--- config.mk ---
export PLATFORM = sky130hd
export DESIGN_NAME = rsmd_ctrl
export DESIGN_NICKNAME = d
export VERILOG_FILES = /design/src/rtl/rsmd_pkg.sv /design/src/rtl/rsmd_ctrl.sv
export SDC_FILE = /design/constraint.sdc
export NUM_CORES = 1
export LEC_CHECK = 0
export ABC_AREA = 1
export BUFFER_PORTS_ARGS = -buffer_cell sky130_fd_sc_hd__buf_4
export CORE_AREA = 4 4 80 82
export DETAILED_ROUTE_END_ITERATION = 6
export DIE_AREA = 0 0 84 86
export HOLD_SLACK_MARGIN = 0.08
export PLACE_DENSITY_LB_ADDON = 0.08
export SYNTH_ARGS = -nofsm -noshare
export SYNTH_HDL_FRONTEND = slang
export SYNTH_SLANG_ARGS = --single-unit
--- constraint.sdc ---
create_clock -name clk -period 1.1 [get_ports clk]
set_input_delay 0.165 -clock clk [delete_from_list [all_inputs] [get_ports clk]]
set_output_delay 0.165 -clock clk [all_outputs]
set_load 0.05 [all_outputs]
--- src/rtl/rsmd_pkg.sv ---
// Package for the RS-485 multidrop control block
package rsmd_pkg;
  // Register offsets
  localparam logic [3:0] OFS_EXTRA_FEATURE  = 4'h0;
  localparam logic [3:0] OFS_ENH_FEATURE    = 4'h1;
  localparam logic [3:0] OFS_LINE_FORMAT    = 4'h2;
  localparam logic [3:0] OFS_INT_ENABLE     = 4'h3;
  localparam logic [3:0] OFS_PAUSE_CHAR2    = 4'h4;
  localparam logic [3:0] OFS_EVT_STATUS     = 4'h5;
  localparam logic [3:0] OFS_EVT_MASK       = 4'h6;
  localparam logic [3:0] OFS_LINK_STATUS    = 4'h7;
  // Field positions
  localparam int EXF_MULTIDROP   = 0;
  localparam int EXF_RX_OFF      = 1;
  localparam int EXF_DIR_BY_TX   = 4;
  localparam int EXF_DIR_INVERT  = 5;
  localparam int ENH_SPECIAL     = 5;
  localparam int IEN_LINE_STATUS = 2;
  localparam int LSF_PARITY_ERR  = 2;
  localparam logic [2:0] LFC_FORCE_PAR0 = 3'h7;
  // Reset values
  localparam logic [7:0] RST_BYTE    = 8'h00;
  localparam logic [1:0] RST_EVENTS  = 2'h0;
  // Event bit positions
  localparam int EV_ADDR_STORED  = 0;
  localparam int EV_ADDR_DROPPED = 1;

  typedef struct packed {
    logic       valid;
    logic       ninth;
    logic [7:0] data;
  } rsmd_char_t;

  typedef struct packed {
    logic       push;
    logic       parity_err;
    logic [7:0] data;
  } rsmd_fifo_wr_t;
endpackage

--- src/rtl/rsmd_ctrl.sv ---
// RS-485 direction control and multidrop receive gating
// Functional notes
// - Direction bit set: drive line low on FIFO write, high after last bit.
// - Invert bit with automatic direction control reverses direction polarity.
// - Inverted: high while data pending, low after final bit leaves shifter.
// - Extra feature control bit 0 selects 9-bit multidrop reception.
// - Ninth bit one marks an address character; zero marks data.
// - Normal mode with receiver disabled drops data, even after an address arrives.
// - Address character flags parity error, is stored, line status interrupt if enabled.
// - Enabled receiver accepts characters; new address again gives parity error.
// - Special matching with multidrop compares addresses against second pause char.
// - Automatic detection drops data and mismatched addresses, storing nothing.
// - Matching address enables receiver and is stored with ninth bit as parity.
// - Matching address raises line status interrupt if enable bit 2 set.
// - Later mismatched address disables receiver and is discarded.
// - Later matching address is stored, ninth bit in line status bit 2.
// - Receiver-off stops reception at once; outside multidrop the assembled character still moves to FIFO.
//
// The register addresses and the plain strobed port are this design's own decisions.
`timescale 1ns/1ps
`default_nettype none
module rsmd_ctrl (
  input  wire logic                   clk,
  input  wire logic                   rst_n,
  input  wire logic [3:0]             addr,
  input  wire logic [7:0]             wdata,
  input  wire logic                   wr_stb,
  input  wire logic                   rd_stb,
  output logic      [7:0]             rdata,
  input  wire logic                   host_dir_level,
  input  wire logic                   tx_fifo_write,
  input  wire logic                   tx_last_bit_done,
  input  wire rsmd_pkg::rsmd_char_t   rx_char,
  input  wire logic                   rx_shift_busy,
  output logic                        dir_out,
  output rsmd_pkg::rsmd_fifo_wr_t     rx_fifo_wr,
  output logic                        line_status_irq,
  output logic                        irq
);

  logic [7:0] extra_reg;
  logic [7:0] enh_reg;
  logic [7:0] lfc_reg;
  logic [7:0] ien_reg;
  logic [7:0] pause2_reg;
  logic [1:0] evt_reg;
  logic [1:0] evt_next;
  logic [1:0] mask_reg;
  logic       tx_pending_reg;
  logic       dir_reg;
  logic [7:0] rd_reg;
  logic       lsi_reg;
  logic       irq_reg;
  logic       last_perr_reg;
  rsmd_pkg::rsmd_fifo_wr_t fifo_reg;
  rsmd_pkg::rsmd_fifo_wr_t fifo_next;

  function automatic logic hit(input logic [3:0] a, input logic [3:0] ofs);
    hit = wr_stb && (a == ofs);
  endfunction

  wire multidrop  = extra_reg[rsmd_pkg::EXF_MULTIDROP];
  wire rx_enabled = ~extra_reg[rsmd_pkg::EXF_RX_OFF];
  wire auto_det   = multidrop && enh_reg[rsmd_pkg::ENH_SPECIAL];
  wire dir_by_tx  = extra_reg[rsmd_pkg::EXF_DIR_BY_TX];
  wire dir_inv    = extra_reg[rsmd_pkg::EXF_DIR_INVERT];
  wire ls_ien     = ien_reg[rsmd_pkg::IEN_LINE_STATUS];
  wire is_addr    = rx_char.valid && rx_char.ninth;
  wire is_data    = rx_char.valid && !rx_char.ninth;
  wire addr_match = (rx_char.data == pause2_reg);
  // Automatic match and mismatch outcomes
  wire auto_hit   = auto_det && is_addr && addr_match;
  wire auto_miss  = auto_det && is_addr && !addr_match;
  wire norm_store = !auto_det && rx_char.valid && (rx_enabled || (multidrop && is_addr));
  wire auto_store = auto_det && ((is_data && rx_enabled) || auto_hit);
  // in-flight char flush
  // Outside multidrop only, so a flushed byte never slips past address gating
  wire store      = norm_store || auto_store || (rx_char.valid && rx_shift_busy && !multidrop);
  wire addr_store = multidrop && is_addr && store;
  // Receiver-off next value; host write first, automatic update wins
  wire host_rx_wr = hit(addr, rsmd_pkg::OFS_EXTRA_FEATURE);
  wire rx_off_host = host_rx_wr ? wdata[rsmd_pkg::EXF_RX_OFF] : extra_reg[rsmd_pkg::EXF_RX_OFF];
  wire rx_off_next = auto_hit ? 1'b0 : (auto_miss ? 1'b1 : rx_off_host);
  wire dir_level  = dir_by_tx ? (tx_pending_reg ^ ~dir_inv) : host_dir_level;
  wire [1:0] evt_set = {auto_miss, addr_store};

  always_comb begin
    fifo_next.push       = store;
    fifo_next.data       = rx_char.data;
    fifo_next.parity_err = multidrop ? rx_char.ninth : 1'b0;
    evt_next = (evt_reg & ~(hit(addr, rsmd_pkg::OFS_EVT_STATUS) ? wdata[1:0] : 2'h0)) | evt_set;
  end

  always_comb begin
    unique case (addr)
      rsmd_pkg::OFS_EXTRA_FEATURE: rd_reg = extra_reg;
      rsmd_pkg::OFS_ENH_FEATURE:   rd_reg = enh_reg;
      rsmd_pkg::OFS_LINE_FORMAT:   rd_reg = lfc_reg;
      rsmd_pkg::OFS_INT_ENABLE:    rd_reg = ien_reg;
      rsmd_pkg::OFS_PAUSE_CHAR2:   rd_reg = pause2_reg;
      rsmd_pkg::OFS_EVT_STATUS:    rd_reg = {6'h00, evt_reg};
      rsmd_pkg::OFS_EVT_MASK:      rd_reg = {6'h00, mask_reg};
      rsmd_pkg::OFS_LINK_STATUS:   rd_reg = {5'h00, last_perr_reg, 1'b0, rx_enabled};
      default:                     rd_reg = rsmd_pkg::RST_BYTE;
    endcase
  end

  always_ff @(posedge clk) begin
    if (!rst_n) begin
      extra_reg  <= rsmd_pkg::RST_BYTE;
      enh_reg    <= rsmd_pkg::RST_BYTE;
      lfc_reg    <= rsmd_pkg::RST_BYTE;
      ien_reg    <= rsmd_pkg::RST_BYTE;
      pause2_reg <= rsmd_pkg::RST_BYTE;
      mask_reg   <= rsmd_pkg::RST_EVENTS;
    end else begin
      if (host_rx_wr) begin
        extra_reg <= wdata;
      end
      extra_reg[rsmd_pkg::EXF_RX_OFF] <= rx_off_next;
      if (hit(addr, rsmd_pkg::OFS_ENH_FEATURE)) enh_reg <= wdata;
      if (hit(addr, rsmd_pkg::OFS_LINE_FORMAT)) lfc_reg <= wdata;
      if (hit(addr, rsmd_pkg::OFS_INT_ENABLE)) ien_reg <= wdata;
      if (hit(addr, rsmd_pkg::OFS_PAUSE_CHAR2)) pause2_reg <= wdata;
      if (hit(addr, rsmd_pkg::OFS_EVT_MASK)) mask_reg <= wdata[1:0];
    end
  end

  always_ff @(posedge clk) begin
    if (!rst_n) begin
      tx_pending_reg <= 1'b0;
    end else if (tx_fifo_write) begin
      tx_pending_reg <= 1'b1;
    end else if (tx_last_bit_done) begin
      tx_pending_reg <= 1'b0;
    end
  end

  always_ff @(posedge clk) begin
    if (!rst_n) begin
      dir_reg <= 1'b1;
    end else begin
      dir_reg <= dir_level;
    end
  end

  always_ff @(posedge clk) begin
    if (!rst_n) begin
      fifo_reg      <= '0;
      last_perr_reg <= 1'b0;
    end else begin
      fifo_reg <= fifo_next;
      if (store) last_perr_reg <= fifo_next.parity_err;
    end
  end

  always_ff @(posedge clk) begin
    if (!rst_n) begin
      lsi_reg <= 1'b0;
      evt_reg <= rsmd_pkg::RST_EVENTS;
      irq_reg <= 1'b0;
    end else begin
      lsi_reg <= addr_store && ls_ien;
      // Set wins over clear
      evt_reg <= evt_next;
      irq_reg <= |(evt_next & mask_reg);
    end
  end

  // Read data valid only one cycle after strobe
  always_ff @(posedge clk) begin
    if (!rst_n) begin
      rdata   <= rsmd_pkg::RST_BYTE;
    end else begin
      rdata   <= rd_stb ? rd_reg : rsmd_pkg::RST_BYTE;
    end
  end

  assign dir_out         = dir_reg;
  assign rx_fifo_wr      = fifo_reg;
  assign line_status_irq = lsi_reg;
  assign irq             = irq_reg;

endmodule
`default_nettype wire

[Word-level counts from Yosys, hierarchy flattened]
Cells that the tools add are included.
Storage, ports and cells
  register bits: 67
  latch bits: 0
  bits in writable memories: 0
  ROM bits: 0
  input port bits: 30
  output and inout bits: 21
  memories kept: 0
Operators by class
  add/subtract/negate cells: 0
  multipliers: 0
  div/mod/pow operators: 0
  order comparisons: 0
  equality and inequality tests: 8
  shift-type cells: 0
  multiplexer cells: 8
  bitwise logic cells: 8
  reductions and logical operators: 36
Operator list (number)
  case mux 8 bit (8 select lines): 1
  logical AND 1 bit: 22
  equality test 4 x 3 -> 1 bit, second input constant: 4
  equality test 4 x 2 -> 1 bit, second input constant: 2
  equality test 8 bit: 1
  two-way mux 1 bit: 6
  bitwise AND 2 bit: 2
  equality test 4 x 1 -> 1 bit, second input constant: 1
  logical NOT 1 bit: 4
  logical NOT 4 bit: 1
  logical OR 1 bit: 4
  nonzero test 2 bit: 2
  OR reduction 2 bit: 2
  inverter 1 bit: 3
  two-way mux 2 bit: 1
  inverter 2 bit: 1
  OR 2 bit: 1
  AND reduction 2 bit: 1
  XOR 1 bit: 1

[Logic depth before layout (Yosys ltp)]
  word-level depth: 11
  depth in mapped cells: 11
  gate-level depth less buffers: 11

[Worst setup path before layout]
No wires, ideal clock.
  path kind: flip-flop to flip-flop
  from: register extra_reg[0]
  to: register irq_reg (netlist: irq)
  library setup time: 114 ps
  arrival: 961 ps
  path slack: 25 ps
  cell stages (with the launch flop): 10
  buffers on the path: 0
  clock period less this slack: 1075 ps
  cells stage by stage: dfxtp_1 -> nand2_1 -> inv_1 -> nand2_1 -> a22oi_1 -> nand2_1 -> nand2_1 -> nand2_1 -> nand3_1 -> nand2_1
Between the ends
  word-level cells in the longest chain between the ends: 11
  elaborated cells on any way between the ends: 19
  those cells by class: 2 x bitwise; 17 x reduce/logical
Ends and longest elaborated chain
  start, declared: RTL line rsmd_ctrl.sv:41  | logic [7:0] extra_reg;
  start signal, assigned: RTL line rsmd_ctrl.sv:110  | extra_reg <= rsmd_pkg::RST_BYTE;
  start signal, assigned: RTL line rsmd_ctrl.sv:118  | extra_reg <= wdata;
  start signal, assigned by index: RTL line rsmd_ctrl.sv:120  | extra_reg[rsmd_pkg::EXF_RX_OFF] <= rx_off_next;
  logical AND 1 bit: RTL line rsmd_ctrl.sv:64  | wire auto_det = multidrop && enh_reg[rsmd_pkg::ENH_SPECIAL];
  logical AND 1 bit: RTL line rsmd_ctrl.sv:72, rsmd_ctrl.sv:73
  logical AND 1 bit: RTL line rsmd_ctrl.sv:72  | wire auto_hit = auto_det && is_addr && addr_match;
  logical OR 1 bit: RTL line rsmd_ctrl.sv:75  | wire auto_store = auto_det && ((is_data && rx_enabled) || auto_hit);
  logical AND 1 bit: RTL line rsmd_ctrl.sv:75
  logical OR 1 bit (2 in a row): RTL line rsmd_ctrl.sv:78  | wire store = norm_store || auto_store || (rx_char.valid && rx_shift_busy && !multidrop);
  logical AND 1 bit: RTL line rsmd_ctrl.sv:79  | wire addr_store = multidrop && is_addr && store;
  OR 2 bit (*): RTL line rsmd_ctrl.sv:91  | evt_next = (evt_reg & ~(hit(addr, rsmd_pkg::OFS_EVT_STATUS) ? wdata[1:0] : 2'h0)) | evt_set;
  bitwise AND 2 bit (*): RTL line rsmd_ctrl.sv:166  | irq_reg <= |(evt_next & mask_reg);
  OR reduction 2 bit (*): RTL line rsmd_ctrl.sv:166
  end signal, assigned: RTL line rsmd_ctrl.sv:166
  end, declared: RTL line rsmd_ctrl.sv:53  | logic irq_reg;
Every way passes the cells marked *; elsewhere a longest branch is shown, timed or not.
A chain may end at the register's enable or synchronous reset.

[Worst setup path in the final report]
  from: register pause2_reg[6]
  to: register irq_reg (netlist: irq)
Between the ends
  word-level cells in the longest chain between the ends: 10
  elaborated cells on any way between the ends: 12
  those cells by class: 1 x eq/ne; 2 x bitwise; 9 x reduce/logical
Ends and longest elaborated chain
  start, declared: RTL line rsmd_ctrl.sv:45  | logic [7:0] pause2_reg;
  start signal, assigned: RTL line rsmd_ctrl.sv:114  | pause2_reg <= rsmd_pkg::RST_BYTE;
  start signal, assigned: RTL line rsmd_ctrl.sv:124  | if (hit(addr, rsmd_pkg::OFS_PAUSE_CHAR2)) pause2_reg <= wdata;
  equality test 8 bit (*): RTL line rsmd_ctrl.sv:70  | wire addr_match = (rx_char.data == pause2_reg);
  logical AND 1 bit: RTL line rsmd_ctrl.sv:72
  logical OR 1 bit: RTL line rsmd_ctrl.sv:75
  logical AND 1 bit: RTL line rsmd_ctrl.sv:75
  logical OR 1 bit (2 in a row): RTL line rsmd_ctrl.sv:78
  logical AND 1 bit: RTL line rsmd_ctrl.sv:79
  OR 2 bit (*): RTL line rsmd_ctrl.sv:91
  bitwise AND 2 bit (*): RTL line rsmd_ctrl.sv:166
  OR reduction 2 bit (*): RTL line rsmd_ctrl.sv:166
Marked as above.

==> impl_metrics.toml <==
[outcome]
status = "complete, but fails checks"
violations = "setup timing"

[floorplanning]
fp.dieW_um = 84
placeableCoreArea_sq_mm = 0.005746
initial_core_util_pct = 47.93
die_y_um = 86
io_pins = 51
rows = 28
dieArea_sq_mm = 0.007224

[global_route]
grtUsageTotal_pct = 20.61
grt_start_max_net_pins = 23
grt_pass1_wl_mm = 11.63
grt_antenna_before_repair = 0
gr-total-overflow = 0
grt_pass1_vias = 2513

[logic_synthesis]
synth_top_area_share_pct = 48.71
ys_warn_count = 0
syn_area_per_cell_sq_um = 7.650
synth_area_leader_cell = "dfxtp_1"
synthTopCellsByArea = "dfxtp_1 49%, a21oi_1 8.2%, nand2_1 8.2%"
synth_cells = 360
syn_nets = 390
ys_seq_area_share_pct = 48.71
netlist-cell-type-count = 29
ys_seq_elements = 67
post_synth_instance_area_sq_mm = 0.002754

[pwr]
switchingPower_w = 0.001261
cellPowerDensity_mw_per_mm2 = 1342
pwr-share-clk_pct = 39.3
power.total_w = 0.005078
swShare_pct = 24.84
power_frac_seq_pct = 49.3
p_comb_share_pct = 11.4
power.leakage_nw = 1.627
ir_drop_mv = 0.9531
intPower_w = 0.003817

[place]
dpl_cell_area_sq_mm = 0.003392
gp_congestion = 0.8480
dp_hpwl_mm = 5.089
dpl_worst_slack_ps = -192.6
port_buffers = 50

[timing]
period_minus_slack_ps = 1176
hold_viol = 0
fmax_ghz = 0.8503
rsz0062_at_grt = "yes"
whs_ps = 93.94
skew_ps = 4.774
worst_slew_pin_slew_ps = 372.3
min_period_over_period_pct = 106.9
setup_viol = 4
drv_slew = 0
relSlewSlack_pct = 75.12
setup_ws_ps = -76.12

[critical_path]
crit_fanout = 4
rr_worst_depth = 9
worst_ep_arrival_time_ps = 1460
rr_endpoint = "irq$_SDFF_PN0_"
timing.critical_path.to = "irq$_SDFF_PN0_"
worstSetupStartpointType = "register"
crit_required_ps = 1390
rr_startpoint = "pause2_reg[6]$_SDFFE_PN0P_"
reg2reg_slack_ps = -80
cp-end-kind = "register"
crit_start = "pause2_reg[6]$_SDFFE_PN0P_"
critPathKind = "register to register"

[min_path]
holdCritPathClass = "input pin to register"
min-delay-start = "rx_char[9]"

[route]
post-route-drc-count = 0
ant_nets = 0
wl_mm = 7.051
vias = 2622
firstDrtPassIters = 4
viasPerCell = 4.919
first_iter_violations = 150
wl_per_cell_um = 13.23

[finish]
fin_nets = 483
areaGrowthSynthToFinish_pct = 37.39
diodes = 0
largest_reg_flops = 10
final_common_cell = "buf_4"
final_util_pct = 65.85
postLayoutCellArea_sq_mm = 0.003784
nFillCells = 512
final_cell_mix = "83 x buf_4, 61 x dfxtp_1, 52 x nand2_1"
layout-drive-gt1-share_pct = 31.66

[clocking]
clkSinkCount = 67
clk_pin_slew_ps = 70
cts-root-buf = "clkbuf_8"
clk_latency_ps = 340
cts_tree = "yes"
cts.path.max_buffers = 2
htreeDepth = 3
cts_buffers = 9

[job]
cap_violations = 0
logic make-up (layout without fill, tap and decap cells):
logic type                Yosys count  after routing  synth area share [%]
AOI/OAI and AO/OA                 108            108                 21.49
and+or+nand+nor                   108            108                 17.72
buffers and inverters              74            172                 11.13
DFF                                67             67                 48.71
xor gates and xnor gates            3              3                0.9543
timing repair:
action,in CTS,in global routing
endpoints found under the hold margin,10,0
hold buffers,11,0
endpoints found under the setup margin,7,7
pin swaps,6,8
resized for setup,7,23
buffers inserted,0,1
how the worst min path moves through the flow:
stage / cells after the start / endpoint
2_1_floorplan: 2 / rx_fifo_wr[0]$_SDFF_PN0_
6_report: 3 / rx_fifo_wr[9]$_SDFF_PN0_
5_1_grt: 3 / rx_fifo_wr[9]$_SDFF_PN0_
3_5_place_dp: 3 / rx_fifo_wr[1]$_SDFF_PN0_
3_3_place_gp: 3 / rx_fifo_wr[5]$_SDFF_PN0_
4_1_cts: 3 / rx_fifo_wr[9]$_SDFF_PN0_
area by class of cell:
type / count / area, sq um / area share (%)
clock buffer: 11 / 141.4 / 3.737
clock inverter: 5 / 52.55 / 1.389
inverter: 62 / 235.2 / 6.217
multi-input combinational: 219 / 1179 / 31.15
sequential: 67 / 1349 / 35.65
tap: 75 / 93.84 / 2.480
timing repair buffer: 94 / 733.2 / 19.38
synth_stat cells:
cell        n
nor2_1     17
and3_1      1
inv_1      56
a22oi_1     1
o21ai_2     1
o211ai_1    1
inv_2       5
buf_6       3
nor2_4      2
o221ai_1    1
o21ai_1     5
o22ai_1    15
inv_4       1
nand3_1    14
nand2_2     4
nand2_4     2
nand2_1    60
o21ai_0    32
o2111ai_1   1
buf_2       3
nand3_2     2
a21oi_2     1
clkbuf_1    6
dfxtp_1    67
a21oi_1    45
nor2_2      2
nor3_1      4
xnor2_1     3
a211oi_1    5
power groups by stage:
stage / registers [W] / logic, W / clock network [W]
final: 0.00250 / 0.000579 / 0.00200
after global routing: 0.00251 / 0.000633 / 0.00217
after CTS: 0.00250 / 0.000566 / 0.00204
after detailed placement: 0.00255 / 0.000529 / 0
after global placement: 0.00255 / 0.000525 / 0
after floorplan: 0.00263 / 0.000203 / 0
per-stage QoR:
step / TNS (ps) / cells
after floorplan: 0 / 360
after global placement: -3012 / 505
after detailed placement: -4114 / 505
after CTS: -380.2 / 532
after global routing: -859.6 / 533
final: -237.0 / 533
critical path, cell delays in order (launching register included):
cell and delay (ps):
dfxtp_2 340, xnor2_2 150, nand2_2 80, nor2_4 140, nand3_2 100, nand2_4 90, nand2_4 60, nand2_2 50
nand3_1 60, nand2_1 50
metal layers:
layer,up-vias,global-route usage [%],share of wire (%)
met5,-,0,0
met4,0,9.649,2.2
met3,14,6.244,6.4
met2,73,32.32,45
met1,1175,26.07,46
li1,1360,-,-
No activity file was read; power rests on OpenSTA's default activity.
